--- src/rtl/asc_pkg.sv ---
// package of constants for the converter sequencing control
package asc_pkg;
  localparam int unsigned ADDR_W = 4;
  localparam logic [ADDR_W-1:0] ADDR_CTRL = 4'h0;
  localparam logic [ADDR_W-1:0] ADDR_RES_LO = 4'h4;
  localparam logic [ADDR_W-1:0] ADDR_RES_HI = 4'h8;
  localparam logic [ADDR_W-1:0] ADDR_STAT = 4'hC;
  // control register fields
  localparam int unsigned CTRL_ON = 0;
  localparam int unsigned CTRL_GO = 1;
  localparam int unsigned CTRL_CHS_LSB = 2;
  localparam int unsigned CHS_W = 4;
  localparam int unsigned CTRL_VREF = 6;
  localparam int unsigned CTRL_CLKSEL_LSB = 8;
  localparam int unsigned CTRL_IE = 10;
  localparam int unsigned CTRL_RJUST = 11;
  // status register fields
  localparam int unsigned STAT_DONE = 0;
  localparam int unsigned STAT_BUSY = 1;
  localparam int unsigned RES_W = 10;
  localparam int unsigned BITS_PER_CONV = 11;
  // bit-period dividers in system clocks, selected by the clock select field
  localparam logic [7:0] DIV_SEL0 = 8'h02;
  localparam logic [7:0] DIV_SEL1 = 8'h08;
  localparam logic [7:0] DIV_SEL2 = 8'h20;
  localparam logic [7:0] DIV_SEL3 = 8'h40;
  localparam logic [31:0] CTRL_RESET = 32'h0000_0000;
endpackage : asc_pkg

--- src/rtl/asc_top.sv ---
// converter sequencing control with classic wishbone register slave
`timescale 1ns/1ps
`default_nettype none
module asc_top (
  input wire logic clk_i,
  input wire logic rst_i,
  input wire logic cyc_i,
  input wire logic stb_i,
  input wire logic we_i,
  input wire logic [asc_pkg::ADDR_W-1:0] adr_i,
  input wire logic [3:0] sel_i,
  input wire logic [31:0] dat_i,
  output logic [31:0] dat_o,
  output logic ack_o,
  input wire logic sleep_i,
  input wire logic cmp_i,
  output logic [asc_pkg::CHS_W-1:0] channel_sel_o,
  output logic sample_o,
  output logic vref_ext_o,
  output logic [asc_pkg::RES_W-1:0] dac_code_o,
  output logic irq_o,
  output logic wake_o
);
  import asc_pkg::*;

  typedef enum {ST_IDLE, ST_SAMPLE, ST_CONV} asc_state_t;

  typedef struct packed {
    logic [31:0] ctrl_reg;
    logic done_reg;
    logic [RES_W-1:0] result_reg;
    logic [RES_W-1:0] sar_reg;
    logic [3:0] bit_cnt_reg;
    logic [7:0] div_cnt_reg;
    asc_state_t st_reg;
    logic [31:0] dat_reg;
    logic ack_reg;
    logic irq_reg;
    logic wake_reg;
    logic [CHS_W-1:0] chs_reg;
    logic sample_reg;
    logic vref_reg;
    logic [RES_W-1:0] dac_reg;
  } asc_s_t;

  asc_s_t s_reg;
  asc_s_t s_next;
  logic [7:0] div_max;
  logic tick;
  logic [RES_W-1:0] trial;
  logic wr;
  logic [31:0] wmask;
  logic [31:0] wval;

  always_comb begin
    case (s_reg.ctrl_reg[CTRL_CLKSEL_LSB +: 2])
      2'h0: div_max = DIV_SEL0;
      2'h1: div_max = DIV_SEL1;
      2'h2: div_max = DIV_SEL2;
      default: div_max = DIV_SEL3;
    endcase
  end

  always_comb begin
    s_next = s_reg;
    tick = (s_reg.div_cnt_reg == div_max - 8'h01);
    trial = s_reg.sar_reg | (10'h200 >> s_reg.bit_cnt_reg);
    wr = cyc_i && stb_i && we_i && !s_reg.ack_reg;
    wmask = {{8{sel_i[3]}}, {8{sel_i[2]}}, {8{sel_i[1]}}, {8{sel_i[0]}}};
    wval = (s_reg.ctrl_reg & ~wmask) | (dat_i & wmask);
    s_next.ack_reg = cyc_i && stb_i && !s_reg.ack_reg;
    s_next.dat_reg = 32'h0000_0000;
    s_next.div_cnt_reg = tick ? 8'h00 : s_reg.div_cnt_reg + 8'h01;
    if (cyc_i && stb_i && !we_i && !s_reg.ack_reg) begin
      case (adr_i)
        ADDR_CTRL: s_next.dat_reg = s_reg.ctrl_reg;
        ADDR_RES_LO: s_next.dat_reg = s_reg.ctrl_reg[CTRL_RJUST] ?
          {24'h0, s_reg.result_reg[7:0]} : {24'h0, s_reg.result_reg[1:0], 6'h00};
        ADDR_RES_HI: s_next.dat_reg = s_reg.ctrl_reg[CTRL_RJUST] ?
          {30'h0, s_reg.result_reg[9:8]} : {24'h0, s_reg.result_reg[9:2]};
        ADDR_STAT: s_next.dat_reg = {30'h0, s_reg.st_reg != ST_IDLE, s_reg.done_reg};
        default: s_next.dat_reg = 32'h0000_0000;
      endcase
    end
    if (wr && adr_i == ADDR_CTRL) begin
      s_next.ctrl_reg = wval;
      if (!s_reg.ctrl_reg[CTRL_ON] || !wval[CTRL_ON]) begin
        s_next.ctrl_reg[CTRL_GO] = 1'b0;
      end
    end
    if (wr && adr_i == ADDR_STAT && sel_i[0] && dat_i[STAT_DONE]) begin
      s_next.done_reg = 1'b0;
    end
    case (s_reg.st_reg)
      ST_IDLE: begin
        if (s_reg.ctrl_reg[CTRL_GO] && s_reg.ctrl_reg[CTRL_ON]) begin
          s_next.st_reg = ST_SAMPLE;
          s_next.div_cnt_reg = 8'h00;
        end
      end
      ST_SAMPLE: begin
        if (tick) begin
          s_next.st_reg = ST_CONV;
          s_next.sar_reg = '0;
          s_next.bit_cnt_reg = 4'h0;
        end
      end
      ST_CONV: begin
        if (tick) begin
          if (s_reg.bit_cnt_reg < 4'(RES_W)) begin
            s_next.sar_reg = cmp_i ? trial : s_reg.sar_reg;
            s_next.bit_cnt_reg = s_reg.bit_cnt_reg + 4'h1;
          end
          if (s_reg.bit_cnt_reg == 4'(BITS_PER_CONV - 2)) begin
            s_next.st_reg = ST_IDLE;
            s_next.result_reg = cmp_i ? trial : s_reg.sar_reg;
            s_next.ctrl_reg[CTRL_GO] = 1'b0;
            s_next.done_reg = 1'b1;
          end
        end
      end
      default: s_next.st_reg = ST_IDLE;
    endcase
    // software dropping the on bit aborts
    if (!s_next.ctrl_reg[CTRL_ON]) begin
      s_next.st_reg = ST_IDLE;
      s_next.ctrl_reg[CTRL_GO] = 1'b0;
    end
    s_next.irq_reg = s_next.done_reg && s_next.ctrl_reg[CTRL_IE];
    s_next.wake_reg = s_next.done_reg && s_next.ctrl_reg[CTRL_IE] && sleep_i;
    s_next.chs_reg = s_next.ctrl_reg[CTRL_CHS_LSB +: CHS_W];
    s_next.sample_reg = s_next.ctrl_reg[CTRL_ON] && s_next.st_reg != ST_CONV;
    s_next.vref_reg = s_next.ctrl_reg[CTRL_VREF];
    s_next.dac_reg = s_next.sar_reg | (10'h200 >> s_next.bit_cnt_reg);
    if (rst_i) begin
      s_next = '0;
      s_next.ctrl_reg = CTRL_RESET;
      s_next.st_reg = ST_IDLE;
    end
  end

  always_ff @(posedge clk_i) begin
    s_reg <= s_next;
  end

  assign dat_o = s_reg.dat_reg;
  assign ack_o = s_reg.ack_reg;
  assign irq_o = s_reg.irq_reg;
  assign wake_o = s_reg.wake_reg;
  assign channel_sel_o = s_reg.chs_reg;
  assign sample_o = s_reg.sample_reg;
  assign vref_ext_o = s_reg.vref_reg;
  assign dac_code_o = s_reg.dac_reg;
endmodule : asc_top
`default_nettype wire
--- config.mk ---
export PLATFORM = sky130hd
export DESIGN_NAME = asc_top
export DESIGN_NICKNAME = d
export VERILOG_FILES = /design/src/rtl/asc_pkg.sv /design/src/rtl/asc_top.sv
export SDC_FILE = /design/constraint.sdc
export NUM_CORES = 1
export LEC_CHECK = 0
export BUFFER_PORTS_ARGS = -buffer_cell sky130_fd_sc_hd__buf_2
export CORE_MARGIN = 1
export CORE_UTILIZATION = 38
export CTS_CLUSTER_SIZE = 20
export DETAILED_ROUTE_END_ITERATION = 16
export PLACE_DENSITY = 0.64
export SLEW_MARGIN = 20
export SYNTH_ARGS = -nofsm -noshare
export SYNTH_HDL_FRONTEND = slang
export SYNTH_SLANG_ARGS = --single-unit
--- constraint.sdc ---
create_clock -name clk_i -period 5.8 [get_ports clk_i]
set_input_delay 0.58 -clock clk_i [delete_from_list [all_inputs] [get_ports clk_i]]
set_output_delay 0.58 -clock clk_i [all_outputs]
set_load 0.02 [all_outputs]
* After elaboration in Yosys (flattened, before gate mapping)
Index checks and enable logic that the tools add are counted.
** Storage, ports and cells
- Bits in registers :: 148
- Latch bits :: 0
- RAM bits :: 0
- Memory bits (read-only) :: 0
- Input bits :: 47
- Output and inout bits :: 51
- Word-level logic and storage cells :: 92
- Memories :: 0
** Cells by class
- $add $sub $neg :: 3
- Multipliers :: 0
- Divide/modulo/power cells :: 0
- $lt $le $gt $ge :: 1
- Equal/unequal tests :: 10
- Shifts and indexed selects :: 2
- Muxes and demuxes :: 25
- Bitwise gates (word level) :: 8
- Reduce and logical (&&, ||, !) cells :: 26
** Operator list (number)
- 32-bit 2-to-1 mux :: 4
- 32-bit one-hot mux with 4 select lines :: 1
- 32-bit one-hot mux with 3 select lines :: 1
- 32-bit bitwise AND :: 2
- 40-bit 2-to-1 mux :: 1
- 11-bit 2-to-1 mux :: 3
- 32-bit by 1-bit equality test with 1-bit output, second input constant :: 1
- 32-bit by 2-bit equality test with 1-bit output, second input constant :: 1
- 32-bit zero test :: 1
- 8-bit 2-to-1 mux :: 4
- 32-bit by 3-bit inequality test with 1-bit output, second input constant :: 1
- 32-bit inverter :: 1
- 32-bit bitwise OR :: 1
- 32-bit nonzero test :: 1
- 14-bit 2-to-1 mux :: 2
- 14-bit one-hot mux with 2 select lines :: 1
- 25-bit 2-to-1 mux :: 1
- 7-bit one-hot mux with 3 select lines :: 1
- 10-bit bitwise OR :: 2
- 10-bit by 4-bit >> shifter with 10-bit output, first input constant :: 2
- 1-bit logical AND :: 14
- 4-bit equality test, second input constant :: 3
- 10-bit 2-to-1 mux :: 1
- 8-bit by 1-bit adder with 8-bit output, second input constant :: 1
- 15 further kinds :: 24

* Logic depth before layout (Yosys ltp)
Gate-level depths: netlist of run 1.
- Word-level depth :: 12
- Depth in mapped cells :: 9
- Mapped depth without buffers :: 8

* Worst setup path after synthesis of run 1
Ideal clock, no wire load.
- Path kind :: reg2reg
- From :: reg (tool-made name)
- To :: reg s_reg, in the netlist dac_code_o[0]
- Library setup time :: 0.092 ns
- Arrival :: 2.311 ns
- Path slack :: 3.397 ns
- Stages on the path, launching flop included :: 9
- Path buffers :: 0
- Period minus slack after synthesis :: 2.403 ns
- Path through :: dfxtp_1 or2_2 ha_1 xnor2_1 nor4_1 o21a_4 a31oi_4 a2111o_1 o32ai_1
** RTL lines
- end signal, assigned :: RTL line asc_top.sv:143 : s_reg <= s_next;
- end, declared :: RTL line asc_top.sv:46 : asc_s_t s_reg;

==> flow_summary_export.csv, run 1 <==
group,metric,value,unit
routing,routedWlPerCell,13.7,um
clock_network,cts-hold-fix-buffers,0,
clock_network,cts-root-buf,"sky130_fd_sc_hd__clkbuf_16",
run,timing.max_cap.violations,0,
timing,max_slew_margin,0.403,
global_routing,first_global_vias,3902,
layout,layout.cell_area.non_filler,6440,sq um
timing,setup_total_negative_slack,0,ns
clock_network,worst_skew_pair.late_latency,0.42,ns
floorplan,num_io_pins,98,
global_routing,antenna_found_initial,0,
layout,final.fill_count,1340,
synthesis,dominant_cell_by_count_in_the_synthesized_netlist,"sky130_fd_sc_hd__dfxtp_1",
worst_setup_path,critPathMaxFanout,16,
worst_setup_path,worst-setup-path-type,"reg -> reg",
timing,tightestPinTransition,0.883,ns
layout,flow.area_growth_from_synthesis,18.7,%
power_and_ir_drop,vdd_drop_max,214,uV
synthesis,syn-mean-instance-area,9.52,sq um
worst_setup_path,worst_r2r_path_depth,8,
routing,detail-route-antenna-nets,0,
routing,count_of_tritonroute_iterations_in_the_first_routing_pass,5,
worst_setup_path,cell_count_along_the_critical_path,8,
synthesis,syn-cell-area,5420,sq um
synthesis,yosys.cell_types.count,60,
routing,number_of_drc_violations_after_detailed_routing_iteration_0,238,
synthesis,synthesis.instances,570,
worst_setup_path,critical-path-top-delay-family,"simple AND/OR/NAND/NOR gates",
power_and_ir_drop,power_density,341,nW/um^2
power_and_ir_drop,switching_share,0.194,
layout,post_route_cells_drive_above_1_share,0.224,
clock_network,number_of_buffers_on_the_longest_clock_path,2,
synthesis,synth-edff-count,0,
floorplan,initial_core_util,0.391,
power_and_ir_drop,power.net_switching,0.426,mW
power_and_ir_drop,share_comb_of_total_power,0.026,
timing,slew_viol_final,0,
clock_network,cts_htree_levels,4,
synthesis,postSynth.topFlopCell,"sky130_fd_sc_hd__dfxtp_1",
global_routing,grt_use_total,0.161,
layout,fin_nets,699,
global_routing,maximum_number_of_pins_on_one_net_before_global_route_repair,73,
synthesis,netlist_top_cells_area,"sky130_fd_sc_hd__dfxtp_1 53%, sky130_fd_sc_hd__buf_4 6.4%, sky130_fd_sc_hd__a21oi_1 4.7%",
worst_setup_path,slowest_delay,0.48,ns
timing,setup_viol,0,
global_routing,grt_first_pass_wirelength,18.2,mm
floorplan,floorplan.die_area,14800,sq um
synthesis,synth.yosys.seq_area_share,0.528,
timing,clock_skew,0.00727,ns
synthesis,seq_cells_post_synth,143,
clock_network,post-cts-setup-buffer-count,0,
run_status,run_status,"complete, no violations",
timing,setup_slack,3.02,ns
layout,post-route-util,0.464,
worst_hold_path,timing.hold.worst.start,"dat_i[6]",
timing,grt_setup_unrepaired,"false",
routing,via_count,4132,
synthesis,synth-async-reset-ratio,0,
placement,pre_cts_ws,2.76,ns
power_and_ir_drop,power_frac_seq,0.457,
worst_hold_path,min_path_cells,3,
timing,timing.final.crit_share,0.479,
global_routing,global_route.overflow_total,0,
synthesis,synth_top_area_cell,"sky130_fd_sc_hd__dfxtp_1",
worst_setup_path,worst-path-buf-inv,0,
routing,drt_wl_total,11.4,mm
clock_network,cts_resized,0,
worst_setup_path,cp.required,6.06,ns
layout,n_antenna_cell,0,
worst_setup_path,critPathCaptureType,"flop",
power_and_ir_drop,p_leak,2.61,nW
worst_setup_path,cell_by_cell_listing_of_the_critical_path,"or2_2 > ha_1 > xnor2_1 > nor4_1 > o21a_4 > and2_1 > a2111o_1 > o32ai_1",
clock_network,cts_tree,"done",
clock_network,cts.sinks,143,
floorplan,die_y,121,um
floorplan,core_ar,13900,sq um
floorplan,row_count,43,
routing,drc,0,
clock_network,cts.clk_slew.worst_paths,0.06,ns
worst_setup_path,cp_arrival,3.04,ns
timing,finalHoldViolations,0,
worst_hold_path,holdCritPathClass,"in -> reg",
placement,postPlaceCellArea,5800,sq um
worst_setup_path,critical-path-slowest-cell,"sky130_fd_sc_hd__and2_1",
synthesis,synth_top_cells_by_count,"143 x sky130_fd_sc_hd__dfxtp_1, 51 x sky130_fd_sc_hd__a21oi_1, 51 x sky130_fd_sc_hd__nand2_1",
worst_setup_path,start_kind,"flop",
clock_network,cts_inserted_buffers,17,
synthesis,synth.top_cell.area_share,0.528,
placement,dp.final_hpwl,8.30,mm
placement,io_buffers,97,
placement,place_congestion,0.834,
worst_setup_path,critical_register_to_register_path_endpoint,"dac_code_o[4]",
floorplan,die_w,121,um
synthesis,yosysWarningCount,0,
timing,fmaxAchievable,360,MHz
power_and_ir_drop,intPower,1.77,mW
timing,min_cycle_time_layout,2.78,ns
worst_setup_path,r2r_setup_slack,3.02,ns
power_and_ir_drop,power.clock.fraction,0.517,
routing,via_per_inst,4.94,
[per-stage QoR]
stage | hold WS [ns] | cells | power [mW]
finish | 0.409 | 837 | 2.19
floorplan | 0.430 | 599 | 1.06
global placement | 0.437 | 805 | 1.08
CTS | 0.393 | 837 | 2.22
global route | 0.406 | 837 | 2.27
detailed placement | 0.439 | 805 | 1.08
[worst min-delay path, cell delays in order]
cell and delay, ns:
sky130_fd_sc_hd__buf_2 0.10, sky130_fd_sc_hd__nand3_1 0.05, sky130_fd_sc_hd__a21oi_1 0.05
[power groups by stage]
stage	clock network [mW]	registers, mW	logic (mW)
finish	1.13	1.00	0.0578
global route	1.20	1.00	0.0643
CTS	1.16	1.00	0.0572
detailed placement	0	1.02	0.0567
global placement	0	1.02	0.0556
floorplan	0	1.02	0.0346
[layout make-up]
| cell class | instances | area (sq um) | area share |
|---|---|---|---|
| Tap cell | 180 | 225 | 0.0350 |
| Inverter | 9 | 33.8 | 0.00525 |
| Multi-Input combinational cell | 374 | 2180 | 0.339 |
| Clock inverter | 11 | 161 | 0.0251 |
| Timing Repair Buffer | 99 | 500 | 0.0777 |
| Clock buffer | 21 | 470 | 0.0731 |
| Sequential cell | 143 | 2860 | 0.445 |
[kinds of logic after synthesis]
| family | after synthesis | synth area share |
|---|---|---|
| simple gates | 208 | 0.195 |
| flops | 143 | 0.528 |
| compound gates | 114 | 0.143 |
| buf+inv | 82 | 0.0904 |
| xor+xnor | 9 | 0.0145 |
| fa+ha+maj | 8 | 0.0185 |
| mux | 5 | 0.00992 |
| other cells | 1 | 0.000691 |
[per-layer routing]
metal  global-route usage  routed length [um]
met1                0.194                5130
met2                0.254                5200
met3               0.0508                 824
met4               0.0880                 282
met5                    0                   0
[worst max-delay path by stage]
stage / slack [ns] / endpoint / from
global placement: 2.85 / dat_o[28] / rst_i
global route: 2.81 / dac_code_o[2] / flop
floorplan: 3.40 / dac_code_o[0] / flop
detailed placement: 2.76 / dat_o[31] / rst_i
CTS: 3.02 / dac_code_o[2] / flop
finish: 3.02 / dac_code_o[4] / flop
[placed cells by master (no fill, tap or decap), types with 11 or more instances in the layout]
master                      instances
sky130_fd_sc_hd__dfxtp_1          143
sky130_fd_sc_hd__clkbuf_16         17
sky130_fd_sc_hd__a32oi_1           11
sky130_fd_sc_hd__a21oi_1           51
sky130_fd_sc_hd__and2_1            28
sky130_fd_sc_hd__buf_2             97
sky130_fd_sc_hd__nor2_1            44
sky130_fd_sc_hd__a211oi_1          11
sky130_fd_sc_hd__conb_1            30
sky130_fd_sc_hd__nand2_1           51
sky130_fd_sc_hd__nand3_1           34
(Power assumes the default switching activity.)
==> run 2, diff against run 1 <==
Clock period 5.8 ns to 2.77 ns, I/O delays scaled along.
==> run 2 against run 1 <==
Via count up 1.1%. Critical path type unchanged. Clock power increased by 120%. Routed wire length up 2.0%.
==> flow_summary_export.csv, run 2 (synthesis gave the netlist of run 1 again) <==
group,metric,value,unit
worst_setup_path,cp.required,3.09,ns
timing,finalHoldViolations,0,
global_routing,maximum_number_of_pins_on_one_net_before_global_route_repair,34,
layout,layout.cells.most_common,"sky130_fd_sc_hd__dfxtp_1",
global_routing,global_route.overflow_total,0,
worst_setup_path,critPathMaxFanout,7,
timing,grt_setup_unrepaired,"true",
clock_network,cts-hold-fix-buffers,0,
placement,postPlaceCellArea,5860,sq um
power_and_ir_drop,p_leak,2.69,nW
global_routing,grt_use_total,0.163,
placement,place_congestion,0.799,
power_and_ir_drop,p_total,4.67,mW
layout,post-route-util,0.473,
floorplan,floorplan.die_area,14800,sq um
global_routing,first_global_vias,3885,
layout,post_route_cells_drive_above_1_share,0.238,
clock_network,number_of_buffers_on_the_longest_clock_path,2,
routing,count_of_tritonroute_iterations_in_the_first_routing_pass,4,
clock_network,cts_tree,"done",
routing,via_per_inst,4.91,
clock_network,cts-root-buf,"sky130_fd_sc_hd__clkbuf_16",
floorplan,row_count,43,
placement,dp.final_hpwl,8.43,mm
worst_setup_path,cp_arrival,2.99,ns
power_and_ir_drop,power_density,712,nW/um^2
worst_setup_path,critPathCaptureType,"flop",
floorplan,num_io_pins,98,
layout,layout.cells.most_common_list,"143 x sky130_fd_sc_hd__dfxtp_1, 97 x sky130_fd_sc_hd__buf_2, 51 x sky130_fd_sc_hd__nand2_1, 51 x sky130_fd_sc_hd__a21oi_1, 45 x sky130_fd_sc_hd__nor2_1",
worst_setup_path,start_kind,"flop",
clock_network,cts_inserted_buffers,17,
clock_network,worst_skew_pair.late_latency,0.42,ns
power_and_ir_drop,vdd_drop_max,409,uV
floorplan,core_ar,13900,sq um
clock_network,cts.clk_slew.worst_paths,0.06,ns
timing,slew_viol_final,0,
timing,max_slew_margin,0.552,
clock_network,cts.sinks,143,
worst_hold_path,holdCritPathClass,"in -> reg",
routing,drc,0,
timing,setup_total_negative_slack,0,ns
floorplan,die_w,121,um
global_routing,antenna_found_initial,0,
layout,flow.area_growth_from_synthesis,21.0,%
layout,layout.cell_area.non_filler,6570,sq um
timing,timing.final.crit_share,0.964,
floorplan,die_y,121,um
worst_setup_path,worst-setup-path-type,"reg -> reg",
run,timing.max_cap.violations,0,
layout,fin_nets,713,
routing,detail-route-antenna-nets,0,
timing,clock_skew,0.0117,ns
routing,number_of_drc_violations_after_detailed_routing_iteration_0,237,
global_routing,grt_first_pass_wirelength,18.3,mm
timing,fmaxAchievable,374,MHz
routing,routedWlPerCell,13.7,um
floorplan,initial_core_util,0.391,
timing,setup_viol,0,
clock_network,cts_htree_levels,4,
timing,tightestPinTransition,0.667,ns
placement,io_buffers,97,
routing,via_count,4177,
layout,n_antenna_cell,0,
layout,final.fill_count,1315,
timing,min_cycle_time_layout,2.67,ns
routing,drt_wl_total,11.7,mm
run_status,run_status,"complete, no violations",
## run 2: repair_timing
item / 4_1_cts / 5_1_grt
buffers inserted: 0 / 5
endpoints found under the setup margin: 0 / 3
gates resized for setup: 0 / 2
## run 2: final timing paths
kind	start	endpoint	slack (ns)	depth (start not counted)
max	flop	dac_code_o[4]	0.1	8
min	sleep_i	wake_o	0.12	2
max reg2reg	flop	dac_code_o[4]	0.1	8
min reg2reg	flop	flop	0.45	2
## run 2: critical path, stage by stage, from the launching register on
cell and delay, ns:
sky130_fd_sc_hd__dfxtp_1 0.36, sky130_fd_sc_hd__or2_2 0.31, sky130_fd_sc_hd__ha_1 0.31, sky130_fd_sc_hd__xnor2_1 0.14, sky130_fd_sc_hd__nor4_2 0.30, sky130_fd_sc_hd__o21a_4 0.26, sky130_fd_sc_hd__a31oi_4 0.11, sky130_fd_sc_hd__a2111o_1 0.48
sky130_fd_sc_hd__o32ai_1 0.32
## run 2: power by group
group          switching [mW]  internal (mW)  leakage (nW)
Clock                   0.798           1.64         0.317
Combinational          0.0810         0.0570          1.21
Sequential             0.0113           2.09          1.16
Total                   0.890           3.78          2.69
## run 2: through the flow
step                instances  worst slack, ns  hold WS (ns)
floorplan                 599            0.367         0.424
global placement          813            0.161         0.439
detailed placement        813           0.0648         0.439
CTS                       845           0.0297        0.0939
global route              851          -0.0777        0.0948
finish                    851           0.0988         0.116
## run 2: metal layers
metal / track usage / vias up / share of wire
li1: - / 2102 / -
met1: 0.195 / 1929 / 0.46
met2: 0.265 / 132 / 0.47
met3: 0.0522 / 14 / 0.062
met4: 0.0795 / 0 / 0.014
met5: 0 / - / 0
## run 2: layout make-up
cell class,instances,area (sq um),area share
flip-flops and latches,143,2860,0.436
multi-input cells,375,2200,0.335
repair buffers,112,598,0.0911
clock buffers,21,460,0.0701
well taps,180,225,0.0343
clock inverters,11,186,0.0284
inverters,9,33.8,0.00515
